`src/core/hmbr_pkg.sv`:
```
// Register indices, field positions and reset values of the mapping/blit/DRAM config bank
package hmbr_pkg;
  localparam logic [7:0] IDX_FB_MAP      = 8'h0A;
  localparam logic [7:0] IDX_BURST       = 8'h0B;
  localparam logic [7:0] IDX_PAGE_SEL    = 8'h0E;
  localparam logic [7:0] IDX_BLIT_CFG    = 8'h20;
  localparam logic [7:0] IDX_DRAM_ACC    = 8'h40;
  localparam logic [7:0] IDX_DRAM_TYPE   = 8'h41;

  localparam int FB_PAGE_EN_BIT   = 0;
  localparam int FB_LIN_EN_BIT    = 1;
  localparam logic [7:0] FB_MAP_MASK    = 8'h03;
  localparam int BW_EN_BIT        = 0;
  localparam int BW_DEPTH_BIT     = 2;
  localparam int BW_FONT_BIT      = 3;
  localparam logic [7:0] BURST_MASK     = 8'h0D;
  localparam logic [7:0] PAGE_SEL_MASK  = 8'h7F;
  localparam int BLIT_STAT_BIT    = 0;
  localparam int BLIT_RST_BIT     = 1;
  localparam int BLIT_DEPTH_LSB   = 4;
  localparam logic [7:0] BLIT_WR_MASK   = 8'h32;
  localparam int DA_WIDTH_BIT     = 0;
  localparam int DA_WRAP_BIT      = 1;
  localparam int DA_TEXT_BIT      = 4;
  localparam int CTRL_OVR_BIT     = 23;
  localparam int CTRL_DEPTH_LSB   = 24;

  localparam logic [7:0] RST_BYTE       = 8'h00;
  localparam logic [1:0] DEPTH_8BPP     = 2'h0;
  localparam logic [1:0] DEPTH_16BPP    = 2'h1;
  localparam logic [1:0] DEPTH_24BPP    = 2'h2;
  localparam logic [1:0] DRAM_FPM       = 2'h0;
  localparam logic [1:0] DRAM_EDO       = 2'h1;

  localparam logic [3:0] BURST_DW_8     = 4'h8;
  localparam logic [3:0] BURST_DW_4     = 4'h4;
  localparam logic [3:0] BURST_DW_1     = 4'h1;

  localparam int PAGE_SHIFT       = 16;
  localparam int FB_ADDR_W        = 22;
  localparam int WRAP_ADDR_W      = 18;
  localparam logic [19:0] WIN_BASE      = 20'hA0000;
  localparam logic [19:0] WIN_LAST      = 20'hAFFFF;
endpackage

```
`src/core/hmbr_regs.sv`:
```
// Indexed extension register bank: mapping, burst, page, blit and DRAM config
// Function
// - Linear mapping only while linear enable set
// - Page enable exposes 64-KB page at A0000h
// - Seven-bit page number chooses window page
// - Burst writes accepted only while enabled
// - Depth bit zero eight, one four doublewords
// - Font override limits buffer to one doubleword while font expansion is active
// - Reserved bits read back as zero, except in DRAM access and type registers
// - Colour depth codes 8/16/24 bpp, reset 8
// - Control word bit 23 overrides depth
// - Depth sets bytes per pixel
// - Blit reset bit resets engine, clears zero
// - Status bit reads engine busy
// - Text organisation bit selects data layout
// - Wrap bit clear limits decode to 18 bits
// - Access width bit selects 16 or 64
// - DRAM type codes FPM or EDO
// - Registers reached via index then data port
// - Font override zero after reset
`timescale 1ns/1ps
module hmbr_regs
  import hmbr_pkg::*;
(
  input  wire logic                 clk,
  input  wire logic                 rst_b,
  input  wire logic                 index_wr,
  input  wire logic                 data_wr,
  input  wire logic                 data_rd,
  input  wire logic [7:0]           wdata,
  output logic      [7:0]           rdata,
  output logic      [7:0]           index_q,
  input  wire logic                 blit_busy,
  input  wire logic [31:0]          blit_control_word,
  input  wire logic                 font_exp_active,
  input  wire logic [19:0]          win_addr,
  input  wire logic [FB_ADDR_W-1:0] lin_addr,
  output logic                      win_hit,
  output logic                      lin_hit,
  output logic [FB_ADDR_W-1:0]      win_fb_addr,
  output logic [FB_ADDR_W-1:0]      lin_fb_addr,
  output logic                      burst_accept,
  output logic [3:0]                burst_depth_dw,
  output logic [1:0]                blit_depth,
  output logic [1:0]                blit_bytes_per_pixel,
  output logic                      blit_rst,
  output logic                      text_nonstd_org,
  output logic                      full_addr_decode,
  output logic                      mem_width_64,
  output logic [1:0]                dram_type
);
  logic [7:0] index_d;
  logic [7:0] fb_map_q,  fb_map_d;
  logic [7:0] burst_q,   burst_d;
  logic [7:0] page_q,    page_d;
  logic [7:0] blit_q,    blit_d;
  logic [7:0] dacc_q,    dacc_d;
  logic [7:0] dtype_q,   dtype_d;
  logic [7:0] rdata_d;
  logic       busy_q,    busy_d;

  // Next-state for index and bank
  always_comb begin
    index_d  = index_wr ? wdata : index_q;
    fb_map_d = fb_map_q;
    burst_d  = burst_q;
    page_d   = page_q;
    blit_d   = blit_q;
    dacc_d   = dacc_q;
    dtype_d  = dtype_q;
    busy_d   = blit_busy;
    if (data_wr) begin
      case (index_q)
        IDX_FB_MAP:    fb_map_d = wdata & FB_MAP_MASK;
        IDX_BURST:     burst_d  = wdata & BURST_MASK;
        IDX_PAGE_SEL:  page_d   = wdata & PAGE_SEL_MASK;
        IDX_BLIT_CFG:  blit_d   = wdata & BLIT_WR_MASK;
        // Writable reserved bits are stored as written; software keeps them zero
        IDX_DRAM_ACC:  dacc_d   = wdata;
        IDX_DRAM_TYPE: dtype_d  = wdata;
        default: ;
      endcase
    end
  end

  // Read mux; registered so data comes from flip-flops
  always_comb begin
    case (index_q)
      IDX_FB_MAP:    rdata_d = fb_map_q;
      IDX_BURST:     rdata_d = burst_q;
      IDX_PAGE_SEL:  rdata_d = page_q;
      IDX_BLIT_CFG:  rdata_d = {blit_q[7:1], busy_q};
      IDX_DRAM_ACC:  rdata_d = dacc_q;
      IDX_DRAM_TYPE: rdata_d = dtype_q;
      default:       rdata_d = RST_BYTE;
    endcase
    if (!data_rd) begin
      rdata_d = rdata;
    end
  end

  always_ff @(posedge clk or negedge rst_b) begin
    if (!rst_b) begin
      index_q <= RST_BYTE;
      fb_map_q <= RST_BYTE;
      burst_q  <= RST_BYTE;
      page_q   <= RST_BYTE;
      blit_q   <= RST_BYTE;
      dacc_q   <= RST_BYTE;
      dtype_q  <= RST_BYTE;
      busy_q   <= 1'b0;
      rdata    <= RST_BYTE;
    end else begin
      index_q <= index_d;
      fb_map_q <= fb_map_d;
      burst_q  <= burst_d;
      page_q   <= page_d;
      blit_q   <= blit_d;
      dacc_q   <= dacc_d;
      dtype_q  <= dtype_d;
      busy_q   <= busy_d;
      rdata    <= rdata_d;
    end
  end

  // Burst buffer controls
  always_comb begin
    burst_accept = burst_q[BW_EN_BIT];
    if (burst_q[BW_FONT_BIT] && font_exp_active) begin
      burst_depth_dw = BURST_DW_1;
    end else if (burst_q[BW_DEPTH_BIT]) begin
      burst_depth_dw = BURST_DW_4;
    end else begin
      burst_depth_dw = BURST_DW_8;
    end
  end

  assign text_nonstd_org  = dacc_q[DA_TEXT_BIT];
  assign full_addr_decode = dacc_q[DA_WRAP_BIT];
  assign mem_width_64     = dacc_q[DA_WIDTH_BIT];
  assign dram_type        = dtype_q[1:0];

  hmbr_blit_cfg u_blit (
    .cfg_depth         (blit_q[BLIT_DEPTH_LSB +: 2]),
    .cfg_reset         (blit_q[BLIT_RST_BIT]),
    .blit_control_word (blit_control_word),
    .eff_depth         (blit_depth),
    .bytes_per_pixel   (blit_bytes_per_pixel),
    .blit_rst_hold     (blit_rst)
  );

  // Page number only matters while page enable is set by software
  hmbr_addr_map u_map (
    .win_addr    (win_addr),
    .lin_addr    (lin_addr),
    .page_en     (fb_map_q[FB_PAGE_EN_BIT]),
    .lin_en      (fb_map_q[FB_LIN_EN_BIT]),
    .page_num    (page_q[6:0]),
    .full_addr   (dacc_q[DA_WRAP_BIT]),
    .win_hit     (win_hit),
    .lin_hit     (lin_hit),
    .win_fb_addr (win_fb_addr),
    .lin_fb_addr (lin_fb_addr)
  );
endmodule // hmbr_regs

```
`src/core/hmbr_blit_cfg.sv`:
```
// Effective blit colour depth, bytes per pixel and held engine reset
`timescale 1ns/1ps
module hmbr_blit_cfg
  import hmbr_pkg::*;
(
  input  wire logic [1:0]  cfg_depth,
  input  wire logic        cfg_reset,
  input  wire logic [31:0] blit_control_word,
  output logic      [1:0]  eff_depth,
  output logic      [1:0]  bytes_per_pixel,
  output logic             blit_rst_hold
);
  always_comb begin
    eff_depth = blit_control_word[CTRL_OVR_BIT] ?
                blit_control_word[CTRL_DEPTH_LSB +: 2] : cfg_depth;
    case (eff_depth)
      DEPTH_8BPP:  bytes_per_pixel = 2'h1;
      DEPTH_16BPP: bytes_per_pixel = 2'h2;
      DEPTH_24BPP: bytes_per_pixel = 2'h3;
      default:     bytes_per_pixel = 2'h1;
    endcase
  end

  // Engine stays in reset as long as the control bit is set
  assign blit_rst_hold = cfg_reset;
endmodule // hmbr_blit_cfg

```
`src/core/hmbr_addr_map.sv`:
```
// Host address decode for legacy window and linear paths with wrap
`timescale 1ns/1ps
module hmbr_addr_map
  import hmbr_pkg::*;
(
  input  wire logic [19:0]          win_addr,
  input  wire logic [FB_ADDR_W-1:0] lin_addr,
  input  wire logic                 page_en,
  input  wire logic                 lin_en,
  input  wire logic [6:0]           page_num,
  input  wire logic                 full_addr,
  output logic                      win_hit,
  output logic                      lin_hit,
  output logic [FB_ADDR_W-1:0]      win_fb_addr,
  output logic [FB_ADDR_W-1:0]      lin_fb_addr
);
  function automatic logic [FB_ADDR_W-1:0] wrap_addr(input logic [FB_ADDR_W-1:0] a,
                                                     input logic full);
    wrap_addr = full ? a : {{(FB_ADDR_W-WRAP_ADDR_W){1'b0}}, a[WRAP_ADDR_W-1:0]};
  endfunction

  logic [28:0] win_full;
  always_comb begin
    win_hit  = page_en && (win_addr >= WIN_BASE) && (win_addr <= WIN_LAST);
    lin_hit  = lin_en;
    win_full = ({22'h0, page_num} << PAGE_SHIFT) + {13'h0, win_addr[15:0]};
    win_fb_addr = wrap_addr(win_full[FB_ADDR_W-1:0], full_addr);
    lin_fb_addr = wrap_addr(lin_addr, full_addr);
  end
endmodule // hmbr_addr_map

```
`config.mk`:
```
export PLATFORM = sky130hd
export DESIGN_NAME = hmbr_regs
export DESIGN_NICKNAME = d
export VERILOG_FILES = /design/src/core/hmbr_pkg.sv /design/src/core/hmbr_regs.sv /design/src/core/hmbr_blit_cfg.sv /design/src/core/hmbr_addr_map.sv
export SDC_FILE = /design/constraint.sdc
export NUM_CORES = 1
export LEC_CHECK = 0
export BUFFER_PORTS_ARGS = -buffer_cell sky130_fd_sc_hd__buf_2
export CAP_MARGIN = 20
export CORE_MARGIN = 2
export CORE_UTILIZATION = 44
export DETAILED_ROUTE_END_ITERATION = 10
export PLACE_DENSITY = 0.82
export SETUP_SLACK_MARGIN = 0.1
export SLEW_MARGIN = 10
export SYNTH_ARGS = -nofsm -noshare
export SYNTH_HDL_FRONTEND = slang
export SYNTH_SLANG_ARGS = --single-unit
export TNS_END_PERCENT = 100
```
`constraint.sdc`:
```
create_clock -name clk -period 5.4 [get_ports clk]
set_input_delay 0.27 -clock clk [delete_from_list [all_inputs] [get_ports clk]]
set_output_delay 0.27 -clock clk [all_outputs]
set_load 0.01 [all_outputs]
```
== Yosys cells after proc, flatten, opt, wreduce, memory -nomap -nowiden ==
Index checks and enable logic that the tools add are counted.
Operators by class
  add/sub/neg operators: 1
  order comparisons: 2
  eq/ne operators: 8
  multiplexer cells: 7
  reductions and logical operators: 9
Operators with widths (number)
  $pmux 8 s6: 1
  $mux 22: 2
  $eq 8x4->1 const B: 3
  $add 22x16->22: 1
  $ge 20x20->1 const B: 1
  $le 20x20->1 const B: 1
  $eq 8x7->1 const B: 2
  $reduce_and 2->1: 6
  $eq 8x6->1 const B: 1
  $mux 4: 2
  $pmux 2 s2: 1
  $logic_and 1x1->1: 3
  $eq 2x1->1 const B: 1
  $eq 2x2->1 const B: 1
  $mux 2: 1
Word-level totals
  register bits: 48
  input bits: 89
  logic and storage cells: 36

== Longest topological paths before layout ==
Gate-level depths: netlist of run 1.
  depth in word-level cells: 3
  gate-level depth with buffers: 5

== Modules after synthesis ==
A second synthesis of run 1 with hierarchy kept.
Second synthesis, totals
  cells, all modules: 216
  area, all modules: 2566.2 um2
By module, submodules not included
  hmbr_regs: instances 1, cells each 162, area an instance 2165.8 um2
  hmbr_addr_map: instances 1, cells each 47, area an instance 340.3 um2
  hmbr_blit_cfg: instances 1, cells each 7, area an instance 60.1 um2

== Least setup slack after synthesis of run 1 ==
OpenSTA, ideal clock, no wires.
  path type: reg-to-reg
  from: register index_q[5]
  to: register dtype_q[0]
  library setup time: 0.125 ns
  arrival time: 1.850 ns
  slack: 3.425 ns
  stages on the path, launching flop included: 6
  path buffers: 1
  period minus slack after synthesis: 1.975 ns
  cells stage by stage: dfrtp_1 or3_1 buf_6 nor4b_4 nand2_4 mux2_4
On the way
  word-level cells in the longest chain between the ends: 2
RTL lines
  from (decl): RTL line hmbr_regs.sv:32  | output logic [7:0] index_q,
  from (signal assigned): RTL line hmbr_regs.sv:114  | index_q <= index_d;
  $eq 8x7->1: RTL line hmbr_regs.sv:73  | case (index_q)
  $reduce_and 2->1 (no source line)
  to (signal assigned): RTL line hmbr_regs.sv:120  | dtype_q <= dtype_d;
  to (decl): RTL line hmbr_regs.sv:58  | logic [7:0] dtype_q, dtype_d;
No other way between the ends.
A chain may end at the register's enable or synchronous reset.

== Worst setup path in the final report of run 1 ==
Same ends and word-level chain as after synthesis.

==> results of run 1 <==
==> metrics by stage <==
step           utilization (%)  setup WS [ns]  cell area (um2)
3_5_place_dp             46.47          3.224             2703
3_3_place_gp             46.47          3.230             2703
4_1_cts                  48.04          3.178             2794
6_report                 48.56          3.208             2824
2_1_floorplan                -          3.425             2605
5_1_grt                  48.56          3.064             2824
==> final timing paths <==
kind / cells after the start / end / slack (ns) / start
worst max-delay path: 4 / dtype_q[0]$_DFFE_PN0P_ / 3.21 / index_q[5]$_DFFE_PN0P_
worst min register to register: 1 / dacc_q[7]$_DFFE_PN0P_ / 0.52 / dacc_q[7]$_DFFE_PN0P_
worst min-delay path: 1 / busy_q$_DFF_PN0_ / 0.07 / blit_busy
max in group asynchronous: 3 / busy_q$_DFF_PN0_ / 4.43 / rst_b
worst max register to register: 4 / dtype_q[0]$_DFFE_PN0P_ / 3.21 / index_q[5]$_DFFE_PN0P_
min in group asynchronous: 2 / dtype_q[1]$_DFFE_PN0P_ / 0.45 / rst_b
==> cell usage in the layout (no fill, tap or decap), types with 4 or more instances in the layout <==
cell	count
buf_2	67
nand3_1	4
nor2_1	12
and2_1	9
nor3_1	4
mux2_4	8
inv_1	7
mux2_2	34
dfrtp_1	48
clkbuf_8	6
==> sequential cells by signal, indices dropped and copies added (netlist names) <==
signal / count
page_q: 7
busy_q: 1
blit_q: 3
burst_q: 3
index_q: 8
rdata: 8
fb_map_q: 2
dacc_q: 8
dtype_q: 8
==> kinds of logic (layout without fill, tap and decap cells) <==
logic type	after synthesis	in the layout	share of synthesized area, %
multiplexers	45	45	20.46
flip-flops	48	48	46.11
buffers and inverters	54	83	13.74
AO/OA/AOI/OAI	22	22	6.484
other	1	1	0.1440
AND/OR/NAND/NOR	53	53	12.58
adder cells (fa/ha/maj)	1	1	0.4802
==> worst reg2reg max path, cell delays in order (launching register included) <==
cell and delay (ns):
dfrtp_1 0.42, or3_1 0.55, nor4b_4 0.56, nand2_4 0.22
mux2_4 0.34
==> per-layer routing <==
| metal | up-vias | routed length (um) | GRT usage [%] |
|---|---|---|---|
| met3 | 34 | 404 | 5.111 |
| met5 | - | 0 | 0 |
| met1 | 838 | 2290 | 22.03 |
| li1 | 810 | - | - |
| met4 | 0 | 243 | 10.34 |
| met2 | 56 | 2728 | 29.09 |
==> power by group through the flow <==
stage | clock [mW] | combinational, mW | sequential (mW)
after floorplan | 0 | 0.0994 | 0.423
after global placement | 0 | 0.119 | 0.426
after detailed placement | 0 | 0.123 | 0.428
after CTS | 0.226 | 0.124 | 0.421
after global routing | 0.237 | 0.137 | 0.426
final | 0.224 | 0.124 | 0.421
==> cell type report <==
class | instances | area, um2
multi-input combinational | 122 | 1046
clock inverter | 1 | 8.758
clock buffer | 6 | 82.58
inverter | 7 | 26.28
fill | 554 | 2992
tap | 75 | 93.84
timing repair buffer | 69 | 365.4
sequential | 48 | 1201
==> results.json, run 1 <==
{
  "outcome": "finished, final reports clean",
  "synthesis.nets": 314,
  "synth_flop_cell": "dfrtp_1",
  "die_w_um": 80.95,
  "drive_gt1_share_pct": 47.83,
  "ir_drop_mv": 0.1710,
  "diodes": 0,
  "cts_buffers": 5,
  "critPathArrivalTime_ns": 2.38,
  "clk_root_buffer_cell": "clkbuf_8",
  "dr_total_vias": 1738,
  "portBuffers": 67,
  "pwr-share-clk_pct": 29.1,
  "finalCriticalPeriod_ns": 2.192,
  "drtAntennaViolNets": 0,
  "wl_per_cell_um": 17.28,
  "clk_latency_ns": 0.31,
  "sw_frac_of_total_pct": 27.85,
  "grt_pass1_vias": 1746,
  "grt_first_pass_wirelength_mm": 8.949,
  "powerDensity_mw_per_mm2": 272.4,
  "finClkSkew_ns": 0.01191,
  "power.total_mw": 0.7693,
  "synthCells": 224,
  "avgSynthCellArea_um2": 11.63,
  "path_class": "reg -> reg",
  "antenna_found_initial": 0,
  "slowest_delay_ns": 0.56,
  "setup_viol": 0,
  "start_kind": "flip-flop",
  "postCtsResizedCells": 0,
  "layoutNonFillerInstCount": 328,
  "crit_fanout": 10,
  "yosysSeqAreaShare_pct": 46.11,
  "fmax_mhz": 456.2,
  "overflow": 0,
  "nNetsFinal": 343,
  "cts_tree": "yes",
  "drt_wl_total_mm": 5.667,
  "syn2layout_area_growth_pct": 8.405,
  "ys_ff_latch": 48,
  "rows": 28,
  "slowest_stage": "nor4b_4",
  "dr.pass1.iters": 4,
  "drv_cap": 0,
  "synth_area_mm2": 0.002605,
  "async_flop_share_pct": 100.0,
  "grt_max_degree": 49,
  "vias_per_cell": 5.299,
  "p_leak_nw": 1.445,
  "pwr-share-comb_pct": 16.1,
  "clock_path_buffers": 2,
  "period_share_pct": 40.59,
  "drtIter0Drc": 114,
  "start_util_pct": 44.79,
  "floorplan.die_area_mm2": 0.006552,
  "power_frac_seq_pct": 54.8,
  "clk_pin_slew_ns": 0.08,
  "yosys-top-cells-area": "dfrtp_1, mux2_2, buf_4",
  "dpl.cell_count": 319,
  "rsz0062_at_grt": "false",
  "hold_viol": 0,
  "pin_count": 166,
  "p_int_mw": 0.5551,
  "synthDistinctLibCells": 40,
  "min_path_type": "in -> reg",
  "worstPathCellList": "or3_1 -> nor4b_4 -> nand2_4 -> mux2_4",
  "post_cts_buffers": 0,
  "core-area_mm2": 0.005816,
  "drc": 0,
  "synth_top_cell_area_share_pct": 46.11,
  "maxSlewViolCount": 0,
  "grtUsageTotal_pct": 18.18,
  "yosysWarnings": 0,
  "clock-sinks": 48,
  "path_buf_inv": 0,
  "synth_common_cells": "dfrtp_1, buf_4, mux2_2, nor2_1, and2_1",
  "post-dp-hpwl_mm": 4.252,
  "yosysTopAreaCell": "dfrtp_1",
  "postCtsHoldBufs": 0,
  "dieHeight_um": 80.95,
  "final.setup.tns_ns": 0,
  "p_sw_mw": 0.2142,
  "fin_hold_ws_ns": 0.07047,
  "place.gp.congestion": 0.7855,
  "synth.most_common_cell": "dfrtp_1",
  "synth_edf_count": 0,
  "tightest_slew_ns": 0.5811,
  "cpLargestDelayFamily": "simple AND/OR/NAND/NOR gates",
  "htree_levels": 2,
  "worstPathRequired_ns": 5.59,
  "maxSlewHeadroom_pct": 61.26,
  "setup.worst_path.end_class": "flip-flop"
}
Power figures use the tool's default switching activity.
==> inputs of run 2 (changes only) <==
CORE_UTILIZATION = 39   (was 44)
PLACE_DENSITY = 0.76   (was 0.82)
clock period = 1.9 ns   (was 5.4 ns; I/O delays follow)
==> run 2 against run 1 <==
Against the previous run: the flow now finishes with violations (DRC); first-iteration DRC count grew 84%; worst hold slack better by 0.0029 ns; final area up 6.2%; total power grew to 2.9 times the previous value; worst setup slack lost 3.1 ns; cell count up 6.1%; global-route usage decreased by 1.9 points; critical path depth unchanged; highest routed layer unchanged; clock power rose to 2.7 times the previous value.
==> results.json, run 2 (synthesis results as in run 1) <==
{
  "grt_first_pass_wirelength_mm": 9.473,
  "core-area_mm2": 0.006422,
  "n_fill_cell": 573,
  "rows": 29,
  "clock-sinks": 48,
  "setup.worst_path.end_class": "flip-flop",
  "drtIter0Drc": 210,
  "clock_path_buffers": 2,
  "start_kind": "flip-flop",
  "ir_drop_mv": 0.4461,
  "drive_gt1_share_pct": 52.77,
  "grt_pass1_vias": 1886,
  "rsz0062_at_grt": "true",
  "path_class": "reg -> reg",
  "setup_viol": 0,
  "maxSlewHeadroom_pct": 60.71,
  "fmax_mhz": 556.3,
  "vias_per_cell": 5.250,
  "pin_count": 166,
  "overflow": 0,
  "finalCriticalPeriod_ns": 1.798,
  "cts_buffers": 5,
  "final_cell_area_mm2": 0.002998,
  "dr.pass1.iters": 8,
  "outcome": "finished, violations left",
  "place.gp.congestion": 0.8054,
  "drt_wl_total_mm": 5.707,
  "clk_root_buffer_cell": "clkbuf_8",
  "start_util_pct": 40.56,
  "reg2reg_from": "index_q[7]$_DFFE_PN0P_",
  "fin_hold_ws_ns": 0.07337,
  "min_path_type": "in -> reg",
  "post-dp-hpwl_mm": 4.410,
  "htree_levels": 2,
  "post_dp_cell_area_mm2": 0.002850,
  "worst-r2r-cell-count": 4,
  "drv_cap": 0,
  "period_share_pct": 94.62,
  "drc": 15,
  "pwr-share-comb_pct": 19.2,
  "dr_total_vias": 1827,
  "dieHeight_um": 85.73,
  "p_leak_nw": 1.531,
  "crit_end": "dtype_q[7]$_DFFE_PN0P_",
  "clk_pin_slew_ns": 0.08,
  "sw_frac_of_total_pct": 26.74,
  "layout_setup_ws_ns": 0.1023,
  "post-place-ws_ns": -0.01565,
  "layoutNonFillerInstCount": 348,
  "violations": "DRC",
  "final_cell_mix": "buf_2, dfrtp_1, mux2_2",
  "powerDensity_mw_per_mm2": 738.6,
  "power.total_mw": 2.214,
  "worstReg2RegEnd": "dtype_q[7]$_DFFE_PN0P_",
  "fin_util_pct": 46.68,
  "diodes": 0,
  "pwr-share-clk_pct": 27.6,
  "tightest_slew_ns": 0.5894,
  "clk_latency_ns": 0.29,
  "floorplan.die_area_mm2": 0.007350,
  "portBuffers": 67,
  "antenna_found_initial": 0,
  "nNetsFinal": 360,
  "worstPathRequired_ns": 2.08,
  "p_int_mw": 1.622,
  "drtAntennaViolNets": 0,
  "syn2layout_area_growth_pct": 15.08,
  "grt_max_degree": 26,
  "final.setup.tns_ns": 0,
  "grtUsageTotal_pct": 16.25,
  "crit_start": "index_q[7]$_DFFE_PN0P_",
  "p_sw_mw": 0.5921,
  "cts_tree": "yes",
  "layout_commonest_cell": "buf_2",
  "wl_per_cell_um": 16.40,
  "critPathArrivalTime_ns": 1.98,
  "maxSlewViolCount": 0,
  "crit_fanout": 8,
  "finClkSkew_ns": 0.001497,
  "hold_viol": 0,
  "reg2reg_slack_ns": 0.10,
  "dpl.cell_count": 338,
  "die_w_um": 85.73,
  "power_frac_seq_pct": 53.2
}
run 2: cell count changes in the layout (fill, tap and decap cells not counted), moves of 2 or more:
cell,previous run,this run
buf_4,0,16
a211oi_1,3,1
a211oi_2,0,2
clkbuf_1,0,2
run 2: worst min-delay path by stage:
stage | start | endpoint | slack [ns] | depth (start not counted)
after floorplan | rst_b | blit_q[1]$_DFFE_PN0P_ | -0.20 | 0
after global placement | rst_b | burst_q[3]$_DFFE_PN0P_ | 0.11 | 1
after detailed placement | rst_b | burst_q[0]$_DFFE_PN0P_ | 0.13 | 1
after CTS | wdata[7] | dacc_q[7]$_DFFE_PN0P_ | 0.07 | 2
after global routing | wdata[7] | dtype_q[7]$_DFFE_PN0P_ | 0.08 | 2
final | wdata[7] | dtype_q[7]$_DFFE_PN0P_ | 0.07 | 2
run 2: layout make-up:
class / count / area (um2) / share of cell area, %
Inverter: 7 / 26.28 / 0.8765
Clock buffer: 8 / 90.09 / 3.005
Sequential cell: 48 / 1201 / 40.07
Tap cell: 77 / 96.34 / 3.214
Timing Repair Buffer: 86 / 495.5 / 16.53
Multi-Input combinational cell: 122 / 1089 / 36.31
run 2: repair_timing:
action | CTS | global route
gates resized for setup | 3 | 5
endpoints found under the hold margin | 25 | 0
buffers inserted | 0 | 0
endpoints found under the setup margin | 26 | 24
hold buffers | 2 | 0
pin swaps | 0 | 5
run 2: per-layer routing:
metal	GRT usage [%]	part of all wire [%]	vias up
met5	0	0	-
met4	5.051	1.2	0
met3	3.369	6.1	11
met2	27.20	49	75
met1	21.25	44	896
li1	-	-	845
run 2: power groups by stage:
stage	clock, mW	combinational [mW]	sequential [mW]
5_1_grt	0.670	0.465	1.19
3_5_place_dp	0	0.414	1.20
3_3_place_gp	0	0.403	1.19
4_1_cts	0.631	0.424	1.18
2_1_floorplan	0	0.283	1.20
6_report	0.612	0.424	1.18
run 2: worst max-delay path, stage by stage (launching register included):
cell,delay [ns]
dfrtp_1,0.38
or3_4,0.43
nor4b_4,0.36
nand2_4,0.18
mux2_4,0.32
